$ cat config.mk
export PLATFORM = sky130hd
export DESIGN_NAME = epwm_top
export DESIGN_NICKNAME = d
export VERILOG_FILES = /design/src/epwm_pkg.sv /design/src/epwm_sync.sv /design/src/epwm_top.sv
export SDC_FILE = /design/constraint.sdc
export NUM_CORES = 1
export LEC_CHECK = 0
export BUFFER_PORTS_ARGS = -buffer_cell sky130_fd_sc_hd__buf_2
export CAP_MARGIN = 20
export CORE_UTILIZATION = 50
export DETAILED_ROUTE_END_ITERATION = 12
export PLACE_DENSITY = 0.77
export SETUP_SLACK_MARGIN = 0.3
export SLEW_MARGIN = 20
export SYNTH_ARGS = -nofsm -noshare
export SYNTH_HDL_FRONTEND = slang
export SYNTH_SLANG_ARGS = --single-unit
$ cat constraint.sdc
create_clock -name I_CLK -period 2.5 [get_ports I_CLK]
set_clock_uncertainty 0.2 [all_clocks]
set_input_delay 0 -clock I_CLK [delete_from_list [all_inputs] [get_ports I_CLK]]
set_output_delay 0 -clock I_CLK [all_outputs]
set_load 0.1 [all_outputs]
$ cat src/epwm_pkg.sv
package epwm_pkg;

   // ***********************************************************
   // register map
   // ***********************************************************
   localparam int           ADDR_W      = 5;
   localparam logic [4:0]   ADDR_CTRL   = 5'h00;
   localparam logic [4:0]   ADDR_DUTY   = 5'h04;
   localparam logic [4:0]   ADDR_PERIOD = 5'h08;
   localparam logic [4:0]   ADDR_TCTRL  = 5'h0c;
   localparam logic [4:0]   ADDR_FLAGS  = 5'h10;
   localparam logic [4:0]   ADDR_DIR    = 5'h14;
   localparam logic [4:0]   ADDR_TIMER  = 5'h18;

   // ***********************************************************
   // fields and reset values
   // ***********************************************************
   typedef enum logic [1:0] {
      EPWM_SINGLE,
      EPWM_HALF,
      EPWM_FWD,
      EPWM_REV
   } epwm_cfg_t;

   typedef struct packed {
      epwm_cfg_t  cfg;
      logic [1:0] duty_lo;
      logic [1:0] msel_hi;
      logic       pol_ac_low;
      logic       pol_bd_low;
   } epwm_ctrl_t;

   typedef struct packed {
      logic [4:0] rsvd;
      logic       run;
      logic [1:0] pre;
   } epwm_tctrl_t;

   localparam logic [1:0] MSEL_PWM    = 2'b11;
   localparam int         FLAG_BIT    = 0;
   localparam logic [7:0] CTRL_RST    = 8'h00;
   localparam logic [7:0] DUTY_RST    = 8'h00;
   localparam logic [7:0] PERIOD_RST  = 8'hff;
   localparam logic [7:0] TCTRL_RST   = 8'h00;
   localparam logic [3:0] DIR_RST     = 4'hf;
   localparam logic [1:0] FINE_LAST   = 2'h3;
   localparam logic [3:0] PRE_DIV1    = 4'h0;
   localparam logic [3:0] PRE_DIV4    = 4'h3;
   localparam logic [3:0] PRE_DIV16   = 4'hf;
   localparam logic [1:0] RESP_OKAY   = 2'h0;
   localparam logic [1:0] RESP_SLVERR = 2'h2;
   localparam logic [3:0] USE_SINGLE  = 4'h1;
   localparam logic [3:0] USE_HALF    = 4'h3;
   localparam logic [3:0] USE_FULL    = 4'hf;

   function automatic logic [3:0] epwm_pre_limit(input logic [1:0] sel);
      case (sel)
         2'h0:    epwm_pre_limit = PRE_DIV1;
         2'h1:    epwm_pre_limit = PRE_DIV4;
         default: epwm_pre_limit = PRE_DIV16;
      endcase
   endfunction

   function automatic logic epwm_addr_ok(input logic [ADDR_W-1:0] a);
      case (a)
         ADDR_CTRL, ADDR_DUTY, ADDR_PERIOD, ADDR_TCTRL,
         ADDR_FLAGS, ADDR_DIR, ADDR_TIMER: epwm_addr_ok = 1'b1;
         default:                          epwm_addr_ok = 1'b0;
      endcase
   endfunction

endpackage

$ cat src/epwm_sync.sv
`timescale 1ns/10ps
module epwm_sync (
   input  wire logic i_clk,
   input  wire logic i_rst,
   input  wire logic i_d,
   output logic      o_q
);
   logic meta_r;

   always_ff @(posedge i_clk or posedge i_rst) begin
      if (i_rst) begin
         meta_r <= 1'b0;
         o_q    <= 1'b0;
      end else begin
         meta_r <= i_d;
         o_q    <= meta_r;
      end
   end
endmodule

$ cat src/epwm_top.sv
// Added by the designer: the address map and the AXI4-Lite interface to the registers.
`timescale 1ns/10ps
module epwm_top
   import epwm_pkg::*;
#(
   parameter int PER_W  = 8,
   parameter int DUTY_W = 10,
   parameter int PINS   = 4
) (
   input  wire logic              I_CLK,
   input  wire logic              I_RST,
   input  wire logic              I_SLEEP,
   input  wire logic [ADDR_W-1:0] I_AXI_AWADDR,
   input  wire logic              I_AXI_AWVALID,
   output logic                   O_AXI_AWREADY,
   input  wire logic [31:0]       I_AXI_WDATA,
   input  wire logic [3:0]        I_AXI_WSTRB,
   input  wire logic              I_AXI_WVALID,
   output logic                   O_AXI_WREADY,
   output logic [1:0]             O_AXI_BRESP,
   output logic                   O_AXI_BVALID,
   input  wire logic              I_AXI_BREADY,
   input  wire logic [ADDR_W-1:0] I_AXI_ARADDR,
   input  wire logic              I_AXI_ARVALID,
   output logic                   O_AXI_ARREADY,
   output logic [31:0]            O_AXI_RDATA,
   output logic [1:0]             O_AXI_RRESP,
   output logic                   O_AXI_RVALID,
   input  wire logic              I_AXI_RREADY,
   output logic [PINS-1:0]        O_PWM_OUT,
   output logic [PINS-1:0]        O_PWM_OE_N
);

   if (PINS != 4 || PER_W < 2 || PER_W > 8 || DUTY_W != PER_W + 2) begin : g_chk
      $error("epwm_top: unsupported parameter set");
   end

   // ***********************************************************
   // declarations
   // ***********************************************************
   logic                slp_s;
   epwm_ctrl_t          ctrl_r,     ctrl_nxt;
   logic [PER_W-1:0]    duty_hi_r,  duty_hi_nxt;
   logic [PER_W-1:0]    period_r,   period_nxt;
   epwm_tctrl_t         tctrl_r,    tctrl_nxt;
   logic                flag_r,     flag_nxt;
   logic [PINS-1:0]     dir_r,      dir_nxt;
   logic                aw_got_r,   aw_got_nxt;
   logic                w_got_r,    w_got_nxt;
   logic [ADDR_W-1:0]   awaddr_r,   awaddr_nxt;
   logic [31:0]         wdata_r,    wdata_nxt;
   logic                wstrb_r,    wstrb_nxt;
   logic                aw_rdy_r,   aw_rdy_nxt;
   logic                w_rdy_r,    w_rdy_nxt;
   logic                bvalid_r,   bvalid_nxt;
   logic [1:0]          bresp_r,    bresp_nxt;
   logic                ar_rdy_r,   ar_rdy_nxt;
   logic                rvalid_r,   rvalid_nxt;
   logic [31:0]         rdata_r,    rdata_nxt;
   logic [1:0]          rresp_r,    rresp_nxt;
   logic [3:0]          pre_r,      pre_nxt;
   logic [1:0]          fine_r,     fine_nxt;
   logic [PER_W-1:0]    timer_r,    timer_nxt;
   logic [DUTY_W-1:0]   duty_q_r,   duty_q_nxt;
   logic                started_r,  started_nxt;
   logic [PINS-1:0]     out_r,      out_nxt;
   logic [PINS-1:0]     oe_n_r,     oe_n_nxt;
   logic                pwm_on;
   logic                tick;
   logic                wrap;
   logic                flag_set;
   logic                mod;
   logic [PINS-1:0]     act;
   logic [PINS-1:0]     used;
   logic [PINS-1:0]     pol;

   // ***********************************************************
   // sleep request synchroniser
   // ***********************************************************
   epwm_sync u_sync (
      .i_clk (I_CLK),
      .i_rst (I_RST),
      .i_d   (I_SLEEP),
      .o_q   (slp_s)
   );

   // ***********************************************************
   // pwm timebase and output stage
   // ***********************************************************
   always_comb begin
      pwm_on      = ctrl_r.msel_hi == MSEL_PWM;
      tick        = tctrl_r.run && !slp_s && pre_r == epwm_pre_limit(tctrl_r.pre);
      wrap        = tick && fine_r == FINE_LAST && timer_r == period_r;
      flag_set    = wrap && started_r;
      pre_nxt     = pre_r;
      fine_nxt    = fine_r;
      timer_nxt   = timer_r;
      duty_q_nxt  = duty_q_r;
      started_nxt = started_r;
      if (tctrl_r.run && !slp_s) begin
         pre_nxt = tick ? 4'h0 : pre_r + 4'h1;
      end
      if (tick) begin
         fine_nxt = fine_r + 2'h1;
         if (fine_r == FINE_LAST) begin
            timer_nxt = wrap ? '0 : timer_r + PER_W'(1);
         end
      end
      if (wrap) begin
         duty_q_nxt  = {duty_hi_r, ctrl_r.duty_lo};
         started_nxt = pwm_on;
      end
      if (!pwm_on && !slp_s) begin
         started_nxt = 1'b0;
      end
      mod = started_r && ({timer_r, fine_r} < duty_q_r);
      pol = {ctrl_r.pol_bd_low, ctrl_r.pol_ac_low,
             ctrl_r.pol_bd_low, ctrl_r.pol_ac_low};
      case (ctrl_r.cfg)
         EPWM_SINGLE: begin
            act  = {3'h0, mod};
            used = USE_SINGLE;
         end
         EPWM_HALF: begin
            act  = {2'h0, ~mod & started_r, mod};
            used = USE_HALF;
         end
         EPWM_FWD: begin
            act  = {mod, 2'h0, started_r};
            used = USE_FULL;
         end
         EPWM_REV: begin
            act  = {1'b0, started_r, mod, 1'b0};
            used = USE_FULL;
         end
         default: begin
            act  = '0;
            used = '0;
         end
      endcase
      out_nxt  = act ^ pol;
      oe_n_nxt = pwm_on ? ~(used & ~dir_r) : '1;
      if (slp_s) begin
         out_nxt  = out_r;
         oe_n_nxt = oe_n_r;
      end
   end

   always_ff @(posedge I_CLK or posedge I_RST) begin
      if (I_RST) begin
         pre_r     <= '0;
         fine_r    <= '0;
         timer_r   <= '0;
         duty_q_r  <= '0;
         started_r <= 1'b0;
         out_r     <= '0;
         oe_n_r    <= '1;
      end else begin
         pre_r     <= pre_nxt;
         fine_r    <= fine_nxt;
         timer_r   <= timer_nxt;
         duty_q_r  <= duty_q_nxt;
         started_r <= started_nxt;
         out_r     <= out_nxt;
         oe_n_r    <= oe_n_nxt;
      end
   end

   // ***********************************************************
   // axi4-lite slave and register file
   // ***********************************************************
   always_comb begin
      ctrl_nxt    = ctrl_r;
      duty_hi_nxt = duty_hi_r;
      period_nxt  = period_r;
      tctrl_nxt   = tctrl_r;
      dir_nxt     = dir_r;
      flag_nxt    = flag_r | flag_set;
      aw_got_nxt  = aw_got_r;
      w_got_nxt   = w_got_r;
      awaddr_nxt  = awaddr_r;
      wdata_nxt   = wdata_r;
      wstrb_nxt   = wstrb_r;
      bvalid_nxt  = bvalid_r;
      bresp_nxt   = bresp_r;
      rvalid_nxt  = rvalid_r;
      rdata_nxt   = rdata_r;
      rresp_nxt   = rresp_r;
      if (I_AXI_AWVALID && aw_rdy_r) begin
         aw_got_nxt = 1'b1;
         awaddr_nxt = I_AXI_AWADDR;
      end
      if (I_AXI_WVALID && w_rdy_r) begin
         w_got_nxt = 1'b1;
         wdata_nxt = I_AXI_WDATA;
         wstrb_nxt = I_AXI_WSTRB[0];
      end
      if (aw_got_r && w_got_r && !bvalid_r && !slp_s) begin
         bvalid_nxt = 1'b1;
         bresp_nxt  = epwm_addr_ok(awaddr_r) ? RESP_OKAY : RESP_SLVERR;
         if (wstrb_r) begin
            case (awaddr_r)
               ADDR_CTRL:   ctrl_nxt    = epwm_ctrl_t'(wdata_r[7:0]);
               ADDR_DUTY:   duty_hi_nxt = wdata_r[PER_W-1:0];
               ADDR_PERIOD: period_nxt  = wdata_r[PER_W-1:0];
               ADDR_TCTRL:  tctrl_nxt   = epwm_tctrl_t'({5'h0, wdata_r[2:0]});
               ADDR_FLAGS:  flag_nxt    = flag_set | (flag_r & ~wdata_r[FLAG_BIT]);
               ADDR_DIR:    dir_nxt     = wdata_r[PINS-1:0];
               default:     ;
            endcase
         end
      end
      if (bvalid_r && I_AXI_BREADY) begin
         bvalid_nxt = 1'b0;
         aw_got_nxt = 1'b0;
         w_got_nxt  = 1'b0;
      end
      if (I_AXI_ARVALID && ar_rdy_r) begin
         rvalid_nxt = 1'b1;
         rresp_nxt  = epwm_addr_ok(I_AXI_ARADDR) ? RESP_OKAY : RESP_SLVERR;
         case (I_AXI_ARADDR)
            ADDR_CTRL:   rdata_nxt = 32'(ctrl_r);
            ADDR_DUTY:   rdata_nxt = 32'(duty_hi_r);
            ADDR_PERIOD: rdata_nxt = 32'(period_r);
            ADDR_TCTRL:  rdata_nxt = 32'(tctrl_r);
            ADDR_FLAGS:  rdata_nxt = 32'(flag_r) << FLAG_BIT;
            ADDR_DIR:    rdata_nxt = 32'(dir_r);
            ADDR_TIMER:  rdata_nxt = 32'(timer_r);
            default:     rdata_nxt = 32'h0;
         endcase
      end
      if (rvalid_r && I_AXI_RREADY) begin
         rvalid_nxt = 1'b0;
      end
      aw_rdy_nxt = !aw_got_nxt;
      w_rdy_nxt  = !w_got_nxt;
      ar_rdy_nxt = !rvalid_nxt;
   end

   always_ff @(posedge I_CLK or posedge I_RST) begin
      if (I_RST) begin
         ctrl_r    <= epwm_ctrl_t'(CTRL_RST);
         duty_hi_r <= DUTY_RST[PER_W-1:0];
         period_r  <= PERIOD_RST[PER_W-1:0];
         tctrl_r   <= epwm_tctrl_t'(TCTRL_RST);
         flag_r    <= 1'b0;
         dir_r     <= DIR_RST;
         aw_got_r  <= 1'b0;
         w_got_r   <= 1'b0;
         awaddr_r  <= '0;
         wdata_r   <= '0;
         wstrb_r   <= 1'b0;
         aw_rdy_r  <= 1'b0;
         w_rdy_r   <= 1'b0;
         bvalid_r  <= 1'b0;
         bresp_r   <= RESP_OKAY;
         ar_rdy_r  <= 1'b0;
         rvalid_r  <= 1'b0;
         rdata_r   <= '0;
         rresp_r   <= RESP_OKAY;
      end else begin
         ctrl_r    <= ctrl_nxt;
         duty_hi_r <= duty_hi_nxt;
         period_r  <= period_nxt;
         tctrl_r   <= tctrl_nxt;
         flag_r    <= flag_nxt;
         dir_r     <= dir_nxt;
         aw_got_r  <= aw_got_nxt;
         w_got_r   <= w_got_nxt;
         awaddr_r  <= awaddr_nxt;
         wdata_r   <= wdata_nxt;
         wstrb_r   <= wstrb_nxt;
         aw_rdy_r  <= aw_rdy_nxt;
         w_rdy_r   <= w_rdy_nxt;
         bvalid_r  <= bvalid_nxt;
         bresp_r   <= bresp_nxt;
         ar_rdy_r  <= ar_rdy_nxt;
         rvalid_r  <= rvalid_nxt;
         rdata_r   <= rdata_nxt;
         rresp_r   <= rresp_nxt;
      end
   end

   assign O_AXI_AWREADY = aw_rdy_r;
   assign O_AXI_WREADY  = w_rdy_r;
   assign O_AXI_BVALID  = bvalid_r;
   assign O_AXI_BRESP   = bresp_r;
   assign O_AXI_ARREADY = ar_rdy_r;
   assign O_AXI_RVALID  = rvalid_r;
   assign O_AXI_RDATA   = rdata_r;
   assign O_AXI_RRESP   = rresp_r;
   assign O_PWM_OUT     = out_r;
   assign O_PWM_OE_N    = oe_n_r;

   // ***********************************************************
   // checks
   // ***********************************************************
   AST_SLEEP_FREEZE: assert property (@(posedge I_CLK) disable iff (I_RST)
      slp_s |=> $stable(timer_r) && $stable(fine_r) && $stable(started_r))
      else $error("pwm state changed during sleep");
   AST_SLEEP_PINS: assert property (@(posedge I_CLK) disable iff (I_RST)
      slp_s |=> $stable(O_PWM_OUT) && $stable(O_PWM_OE_N))
      else $error("pin level changed during sleep");
   AST_RESUME: assert property (@(posedge I_CLK) disable iff (I_RST)
      $fell(slp_s) |-> timer_r == $past(timer_r))
      else $error("timer did not resume from held count");
   AST_WRAP: assert property (@(posedge I_CLK) disable iff (I_RST)
      wrap |=> timer_r == '0 && fine_r == 2'h0)
      else $error("period boundary did not restart timer");
   AST_HOLDOFF: assert property (@(posedge I_CLK) disable iff (I_RST)
      (!started_r && !slp_s) |=> O_PWM_OUT == $past(pol))
      else $error("waveform before first period boundary");
   AST_FLAG_SECOND: assert property (@(posedge I_CLK) disable iff (I_RST)
      $rose(flag_r) |-> $past(started_r) && $past(wrap))
      else $error("match flag set outside a completed period");
   AST_SINGLE_PINS: assert property (@(posedge I_CLK) disable iff (I_RST)
      (pwm_on && ctrl_r.cfg == EPWM_SINGLE && !slp_s) |=> O_PWM_OE_N[3:1] == 3'h7)
      else $error("single mode drove an unused pin");
   AST_HALF_COMP: assert property (@(posedge I_CLK) disable iff (I_RST)
      (started_r && ctrl_r.cfg == EPWM_HALF && !slp_s)
      |=> (O_PWM_OUT[0] ^ $past(pol[0])) != (O_PWM_OUT[1] ^ $past(pol[1])))
      else $error("half-bridge outputs not complementary");
   AST_HIZ: assert property (@(posedge I_CLK) disable iff (I_RST)
      (!pwm_on && !slp_s) |=> O_PWM_OE_N == '1)
      else $error("pin driven without pwm enabled");

endmodule

# Yosys cells after proc, flatten, opt, wreduce, memory -nomap -nowiden
# Cells that the tools add are included.
# op_classes
magnitude_cmp	1
bitwise	10
n_reduce_logical	36
eq_ne	20
add_sub_neg	3
mux	26
# op_table
operator	n
$pmux 8 s7	1
$eq 5x5->1 const B	6
$eq 5x4->1 const B	4
$mux 1	17
$pmux 4 s4	1
$logic_and 1x1->1	15
$reduce_and 3->1	5
$reduce_or 7->1	2
$pmux 4 s3	1
$eq 5x3->1 const B	2
$logic_not 5->1	2
$lt 10x10->1	1
$add 8x1->8 const B	1
$eq 2x2->1 const B	4
$eq 8x8->1	1
$mux 4	2
$mux 8	1
$not 4->4	2
$pmux 4 s2	1
$logic_not 1->1	6
$add 4x1->4 const B	1
$and 4x4->4	1
$eq 2x1->1 const B	2
$eq 4x4->1	1
other kinds (10)	16
# totals
out_inout_bits	49
in_bits	54
ff_bits	124

# Depth between registers and ports, before layout
# Gate-level depths: netlist (run 1).
# logic_depth
depth_word	11
depth_mapped	8

# Hierarchy
# From an unflattened synthesis (run 1), not the netlist that was laid out.
# hier_totals
hier_cells	433
area_unflattened_um2	4981.0
# by_module_without_submodules
module	area_per_inst_um2	seq_area_each_um2	n_inst	cells_each
epwm_top	4927.2	2422.3	1	430
epwm_sync	53.8	50.0	1	3

# Least setup slack after synthesis (run 1)
# Ideal clock, no wire load.
# synth_path
path_kind	flip-flop to flip-flop
from	register bvalid_r, in the netlist O_AXI_BVALID
to	register duty_hi_r[0]
path_stages_with_launch	7
required_ps	2175
setup_slack_ps	-135
arrival_time_ps	2310
cell_sequence	dfrtp_1 -> nor3_2 -> nand3_1 -> or2_1 -> buf_2 -> nor3b_4 -> mux2_2
# synth_via
elab_chain_cells	4
# synth_rtl
item	line	text
start, declared	epwm_top.sv:55	logic bvalid_r, bvalid_nxt;
start signal, assigned	epwm_top.sv:275	bvalid_r <= bvalid_nxt;
$logic_not 1->1	epwm_top.sv:198	if (aw_got_r && w_got_r && !bvalid_r && !slp_s) begin
$logic_and 1x1->1 (2 in a row)	epwm_top.sv:198	
$reduce_and 3->1 (no line)	--	
end signal, assigned	epwm_top.sv:243	duty_hi_r <= DUTY_RST[PER_W-1:0];
end signal, assigned	epwm_top.sv:263	duty_hi_r <= duty_hi_nxt;
end, declared	epwm_top.sv:43	logic [PER_W-1:0] duty_hi_r, duty_hi_nxt;
# Every way passes these cells.
# A chain may end at the register's enable or synchronous reset.

# Final worst setup path (run 1)
# layout_path
from	register timer_r[0]
to	register out_r[1], in the netlist O_PWM_OUT[1]
# layout_via
elab_chain_cells	6
# layout_rtl
item	line	text
start, declared	epwm_top.sv:63	logic [PER_W-1:0] timer_r, timer_nxt;
start signal, assigned	epwm_top.sv:161	timer_r <= timer_nxt;
$lt 10x10->1 *	epwm_top.sv:116	mod = started_r && ({timer_r, fine_r} < duty_q_r);
$logic_and 1x1->1 *	epwm_top.sv:116	
$not 1->1	epwm_top.sv:125	act = {2'h0, ~mod & started_r, mod};
$and 1x1->1	epwm_top.sv:125	
$pmux 4 s4 *	epwm_top.sv:119	case (ctrl_r.cfg)
$xor 4x4->4 *	epwm_top.sv:141	out_nxt = act ^ pol;
end signal, assigned	epwm_top.sv:164	out_r <= out_nxt;
end, declared	epwm_top.sv:66	logic [PINS-1:0] out_r, out_nxt;
# Every way passes the cells marked *; elsewhere a longest branch is shown, timed or not.

==> metrics.yaml, run 1 <==
status: "finished, final reports clean"
ant_nets: 0
grt-ovfl-total: 0
yosysUniqueCellTypes: 48
p_leak_nw: 2.86
drc: 0
clock-root-buffer: "clkbuf_8"
reg2reg_from: "timer_r[0]"
die_area_um2: 10200
design.portCount: 103
io_buffer_count: 49
drt_wl_total_um: 10800
num_antenna_cells: 0
setup_ws_ns: 0.308
finalSetupViolCount: 0
fin_util_pct: 64.6
grt_max_degree: 76
cts_buffers: 9
drt-pass1-iter-count: 4
cp-start-kind: "register"
fill_cells: 708
synth_ff_type: "dfrtp_1"
rsz0062_at_grt: "true"
end_kind: "register"
tns_ns: 0
cts_buffer_depth: 2
synth_area_um2: 4910
grt_pass1_wl_um: 16900
period_share_pct: 87.7
synth-async-reset-ratio_pct: 100
maxSlewViolCount: 0
crit_start: "timer_r[0]"
wl_per_cell_um: 15.9
die_w_um: 101
crit_type: "reg -> reg"
dp_slack_ns: 0.119
cts_tree: "done"
dp_hpwl_um: 7070
max_freq_ghz: 0.456
clkLatencyLatePin_ns: 0.37
finalWorstPathRequiredPeriod_ns: 2.19
arrival_ns: 2.29
fp-row-count: 35
hold_violations: 0
yosysWarnings: 0
synth_seq_area_share_pct: 50.4
synth_edf_count: 0
hp-class: "in -> async"
rr_worst_depth: 8
regArea_um2: 2480
powerDensity_nw_per_um2: 983
core_um2: 9370
h-tree-depth: 3
max_cap_violations: 0
crit_fanout: 5
vias_per_cell: 5.43
synth_seq_cells: 98
maxSlewHeadroom_pct: 60.3
area_growth_pct: 23.4
rrSetupSlack_ns: 0.31
cts.reportedPaths.clkPinSlew_ns: 0.10
irDropWorstVdd_mv: 1.04
critPathCapture: "O_PWM_OUT[1]"
dr.first_iter.drc_count: 208
total_power_w: 0.00595
layout-drive-gt1-share_pct: 37.3
place_congestion: 0.848
final_nets: 608
grt_antenna_before_repair: 0
grt.total_usage_pct: 21.8
synthCells: 434
grt_pass1_vias: 3532
vias: 3674
r2r-end: "O_PWM_OUT[1]"
avgSynthCellArea_um2: 11.3
multiInputGateArea_um2: 2300
die_y_um: 101
cp.required_ns: 2.60
clock-sinks: 98
tightest_slew_ns: 0.590
start_util_pct: 52.4
worst max-delay path, cell delays in order (launching register included):
cell	delay (ns)
dfrtp_2	0.46
ha_1	0.23
a21o_1	0.19
nand3_1	0.08
a21oi_1	0.10
a2111oi_4	0.31
buf_4	0.20
xor2_2	0.16
mux2i_1	0.19
cell type report:
class	instances	area share (%)
flip-flops and latches	98	40.9
multi-input cells	297	37.9
repair buffers	113	14.0
well taps	129	2.66
clock buffers	10	2.11
inverters	23	1.49
clock inverters	6	0.826
routing by layer:
layer  track usage [%]  part of all wire [%]  up-vias
met2              36.1                    49      139
met4              5.91                   1.2        0
li1                  -                     -     1691
met3              5.27                   6.0       19
met1              28.6                    44     1825
met5                 0                     0        -
cell families after synthesis:
family / synth area share [%]
and+or+nand+nor: 10.6
DFF: 50.4
muxes: 16.5
AOI/OAI and AO/OA: 9.94
buffers and inverters: 6.98
xor gates and xnor gates: 2.50
adders and majority gates: 3.06
other: 0.0764
how the worst min path moves through the flow:
stage | startpoint | to | cells after the start
after global placement | I_RST | wdata_r[5] | 2
after CTS | I_RST | w_got_r | 3
after floorplan | I_SLEEP | u_sync.meta_r | 0
after global routing | I_RST | w_got_r | 3
after detailed placement | I_RST | wdata_r[7] | 2
final | I_RST | O_AXI_BVALID | 3
power breakdown:
group	internal (W)	total, W	leakage (nW)	switching [W]
Combinational	0.000950	0.00239	1.54	0.00144
Sequential	0.00208	0.00260	1.24	0.000519
Clock	0.000377	0.000967	0.0892	0.000590
flip-flops by register name, indices dropped and copies added (netlist names), 2 cells and up:
name	flops
duty_q_r	10
tctrl_r	3
wdata_r	8
ctrl_r	8
O_PWM_OUT	4
fine_r	2
awaddr_r	5
O_PWM_OE_N	4
duty_hi_r	8
pre_r	4
dir_r	4
timer_r	8
period_r	8
O_AXI_RDATA	8
placed cells by master (no fill, tap or decap), types with 8 or more instances in the layout:
cell,count
dfrtp_1,76
mux2_2,64
buf_2,49
dlygate4sd3_1,32
nand2_1,30
buf_4,27
conb_1,26
inv_1,22
o21ai_0,20
a21oi_1,18
dfstp_2,16
nor2_1,15
nand3_1,11
xnor2_1,11
ha_1,10
nor3_1,9
clkbuf_8,9
mux2i_1,8
cells in the mapped netlist, types with 11 or more instances:
library cell | number | share of area [%]
clkbuf_1 | 11 | 0.84
dfstp_2 | 16 | 8.6
nand2_1 | 30 | 2.3
xnor2_1 | 11 | 2.0
dfrtp_1 | 82 | 42
mux2_2 | 65 | 15
o21ai_0 | 21 | 2.1
a21oi_1 | 18 | 1.8
nand3_1 | 12 | 1.2
nor2_1 | 16 | 1.2
buf_4 | 26 | 4.0
inv_1 | 23 | 1.8
ha_1 | 12 | 3.1
through the flow:
stage	std cells	instance area, um^2	hold slack (ns)
6_report	676	6060	0.00359
3_5_place_dp	602	5230	-0.128
3_3_place_gp	602	5230	-0.133
2_1_floorplan	459	5020	-0.169
5_1_grt	676	6060	0.0358
4_1_cts	657	5840	0.00544
repair_timing:
action,4_1_cts,5_1_grt
hold endpoints to repair,113,0
resized for setup,10,14
pin swaps,4,6
endpoints found under the setup margin,32,42
hold buffers,32,0
setup buffers,7,19
Power figures use the tool's default switching activity.
==> inputs of run 2 (changes only) <==
Settings changed: RECOVER_POWER from default to 50.
==> run 2 against run 1 <==
Net effect:
- die area unchanged
- critical path depth stayed put
- final cell count did not move
- combinational power about the same
- critical path type unchanged
- setup slack barely moved
- maximum frequency about the same
- non-clock buffer count unchanged
- wire length hardly changed
- highest routed layer unchanged
- sequential power about the same
- core utilization hardly changed
- global-route usage is the same
- clock power about the same
==> metrics.yaml, run 2 (synthesis results as in run 1) <==
dp_slack_ns: 0.119
internal-power_w: 0.00340
dp_hpwl_um: 7070
crit_slowest_cell: "dfrtp_2"
ant_nets: 0
powerDensity_nw_per_um2: 983
drc: 0
placedCellCount: 602
hold_depth: 2
num_antenna_cells: 0
maxSlewHeadroom_pct: 29.8
p_sw_share_pct: 42.8
hp-class: "in -> reg"
reg2reg_from: "timer_r[0]"
design.portCount: 103
clkLatencyLatePin_ns: 0.37
cts_buffer_depth: 2
top_register: "duty_q_r"
io_buffer_count: 49
drt_wl_total_um: 10700
cp.required_ns: 2.60
layout-drive-gt1-share_pct: 37.1
area_growth_pct: 23.3
crit_chain: "ha_1 -> a21o_1 -> nand3_1 -> a21oi_1 -> a2111oi_4 -> buf_4 -> xor2_2 -> mux2i_1"
dr.first_iter.drc_count: 208
final_cell_mix: "77 x dfrtp_1, 64 x mux2_2, 49 x buf_2"
grt-ovfl-total: 0
stdcell_count: 676
crit_fanout: 5
cp-start-kind: "register"
vias_per_cell: 5.43
die_w_um: 101
maxSlewViolCount: 0
critPathBufInv: 1
h-tree-depth: 3
largest_reg_flops: 10
arrival_ns: 2.29
clkPwrFrac_pct: 16.2
final_nets: 608
hold_violations: 0
grt_antenna_before_repair: 0
wl_per_cell_um: 15.9
status: "finished, final reports clean"
grt.total_usage_pct: 21.8
period_share_pct: 87.7
start_util_pct: 52.4
rsz0062_at_grt: "true"
vias: 3671
holdCritStartpoint: "I_SLEEP"
holdWs_ns: 0.0858
grt_max_degree: 76
rrSetupSlack_ns: 0.31
tightest_slew_ns: 1.05
r2r-end: "O_PWM_OUT[1]"
setup_ws_ns: 0.308
p_leak_nw: 2.86
cts.reportedPaths.clkPinSlew_ns: 0.10
cts_buffers: 9
irDropWorstVdd_mv: 1.04
die_area_um2: 10200
rr_worst_depth: 8
crit_type: "reg -> reg"
drt-pass1-iter-count: 4
final_common_cell: "dfrtp_1"
fp-row-count: 35
cp_top_family: "compound AO/OA/AOI/OAI gates"
grt_pass1_vias: 3532
power_switching_w: 0.00255
cts_tree: "done"
clock-root-buffer: "clkbuf_8"
grt_pass1_wl_um: 16900
hold_end: "u_sync.meta_r"
power_frac_comb_pct: 40.2
clock-sinks: 98
core_um2: 9370
seq_power_share_pct: 43.6
max_freq_ghz: 0.456
max_stage_delay_ns: 0.46
end_kind: "register"
die_y_um: 101
max_cap_violations: 0
place_congestion: 0.848
finalWorstPathRequiredPeriod_ns: 2.19
tns_ns: 0
fin_util_pct: 64.6
finalSetupViolCount: 0
## run 2: worst max path at each step
stage	start	to	slack (ns)	cells past startpoint
CTS	tctrl_r[0]	timer_r[5]	0.23	6
finish	timer_r[0]	O_PWM_OUT[1]	0.31	8
global route	timer_r[6]	O_PWM_OUT[1]	0.23	6
detailed placement	tctrl_r[0]	timer_r[5]	0.12	6
global placement	timer_r[4]	O_PWM_OUT[1]	0.18	7
floorplan	O_AXI_BVALID	duty_hi_r[0]	0.19	6
## run 2: cell type report
type                       count  area, um^2
clock buffer                  10         128
clock inverter                 6        50.0
fill                         709        3320
inverter                      23        87.6
multi-input combinational    297        2300
sequential                    98        2480
tap                          129         161
timing repair buffer         113         851
## run 2: power by group through the flow
stage / logic (W) / clock network (W) / registers (W)
floorplan: 0.00121 / 0 / 0.00293
global placement: 0.00191 / 0 / 0.00258
detailed placement: 0.00198 / 0 / 0.00261
CTS: 0.00216 / 0.000991 / 0.00258
global route: 0.00254 / 0.00104 / 0.00266
finish: 0.00239 / 0.000967 / 0.00259
## run 2: per-stage QoR
step / power, W / cell area, um^2
2_1_floorplan: 0.00413 / 5020
3_3_place_gp: 0.00449 / 5230
3_5_place_dp: 0.00459 / 5230
4_1_cts: 0.00573 / 5840
5_1_grt: 0.00624 / 6050
6_report: 0.00595 / 6050
## run 2: layer usage
layer | share of wire [%] | GRT usage, % | vias to the layer above
met5 | 0 | 0 | -
met1 | 44 | 28.6 | 1824
met4 | 1.2 | 5.91 | 0
met3 | 5.8 | 5.27 | 19
li1 | - | - | 1691
met2 | 49 | 36.1 | 137
## run 2: what timing repair did
item	4_1_cts	5_1_grt
buffers inserted	7	19
endpoints found under the hold margin	113	0
setup endpoints to repair	32	42
resized for setup	10	14
hold buffers	32	0
pin swaps	4	6
## run 2: worst register-to-register path, stage by stage (launching register included)
cell and delay [ns]:
dfrtp_2 0.46, ha_1 0.24, a21o_1 0.19, nand3_1 0.08
a21oi_1 0.10, a2111oi_4 0.31, buf_4 0.20, xor2_2 0.16
mux2i_1 0.19
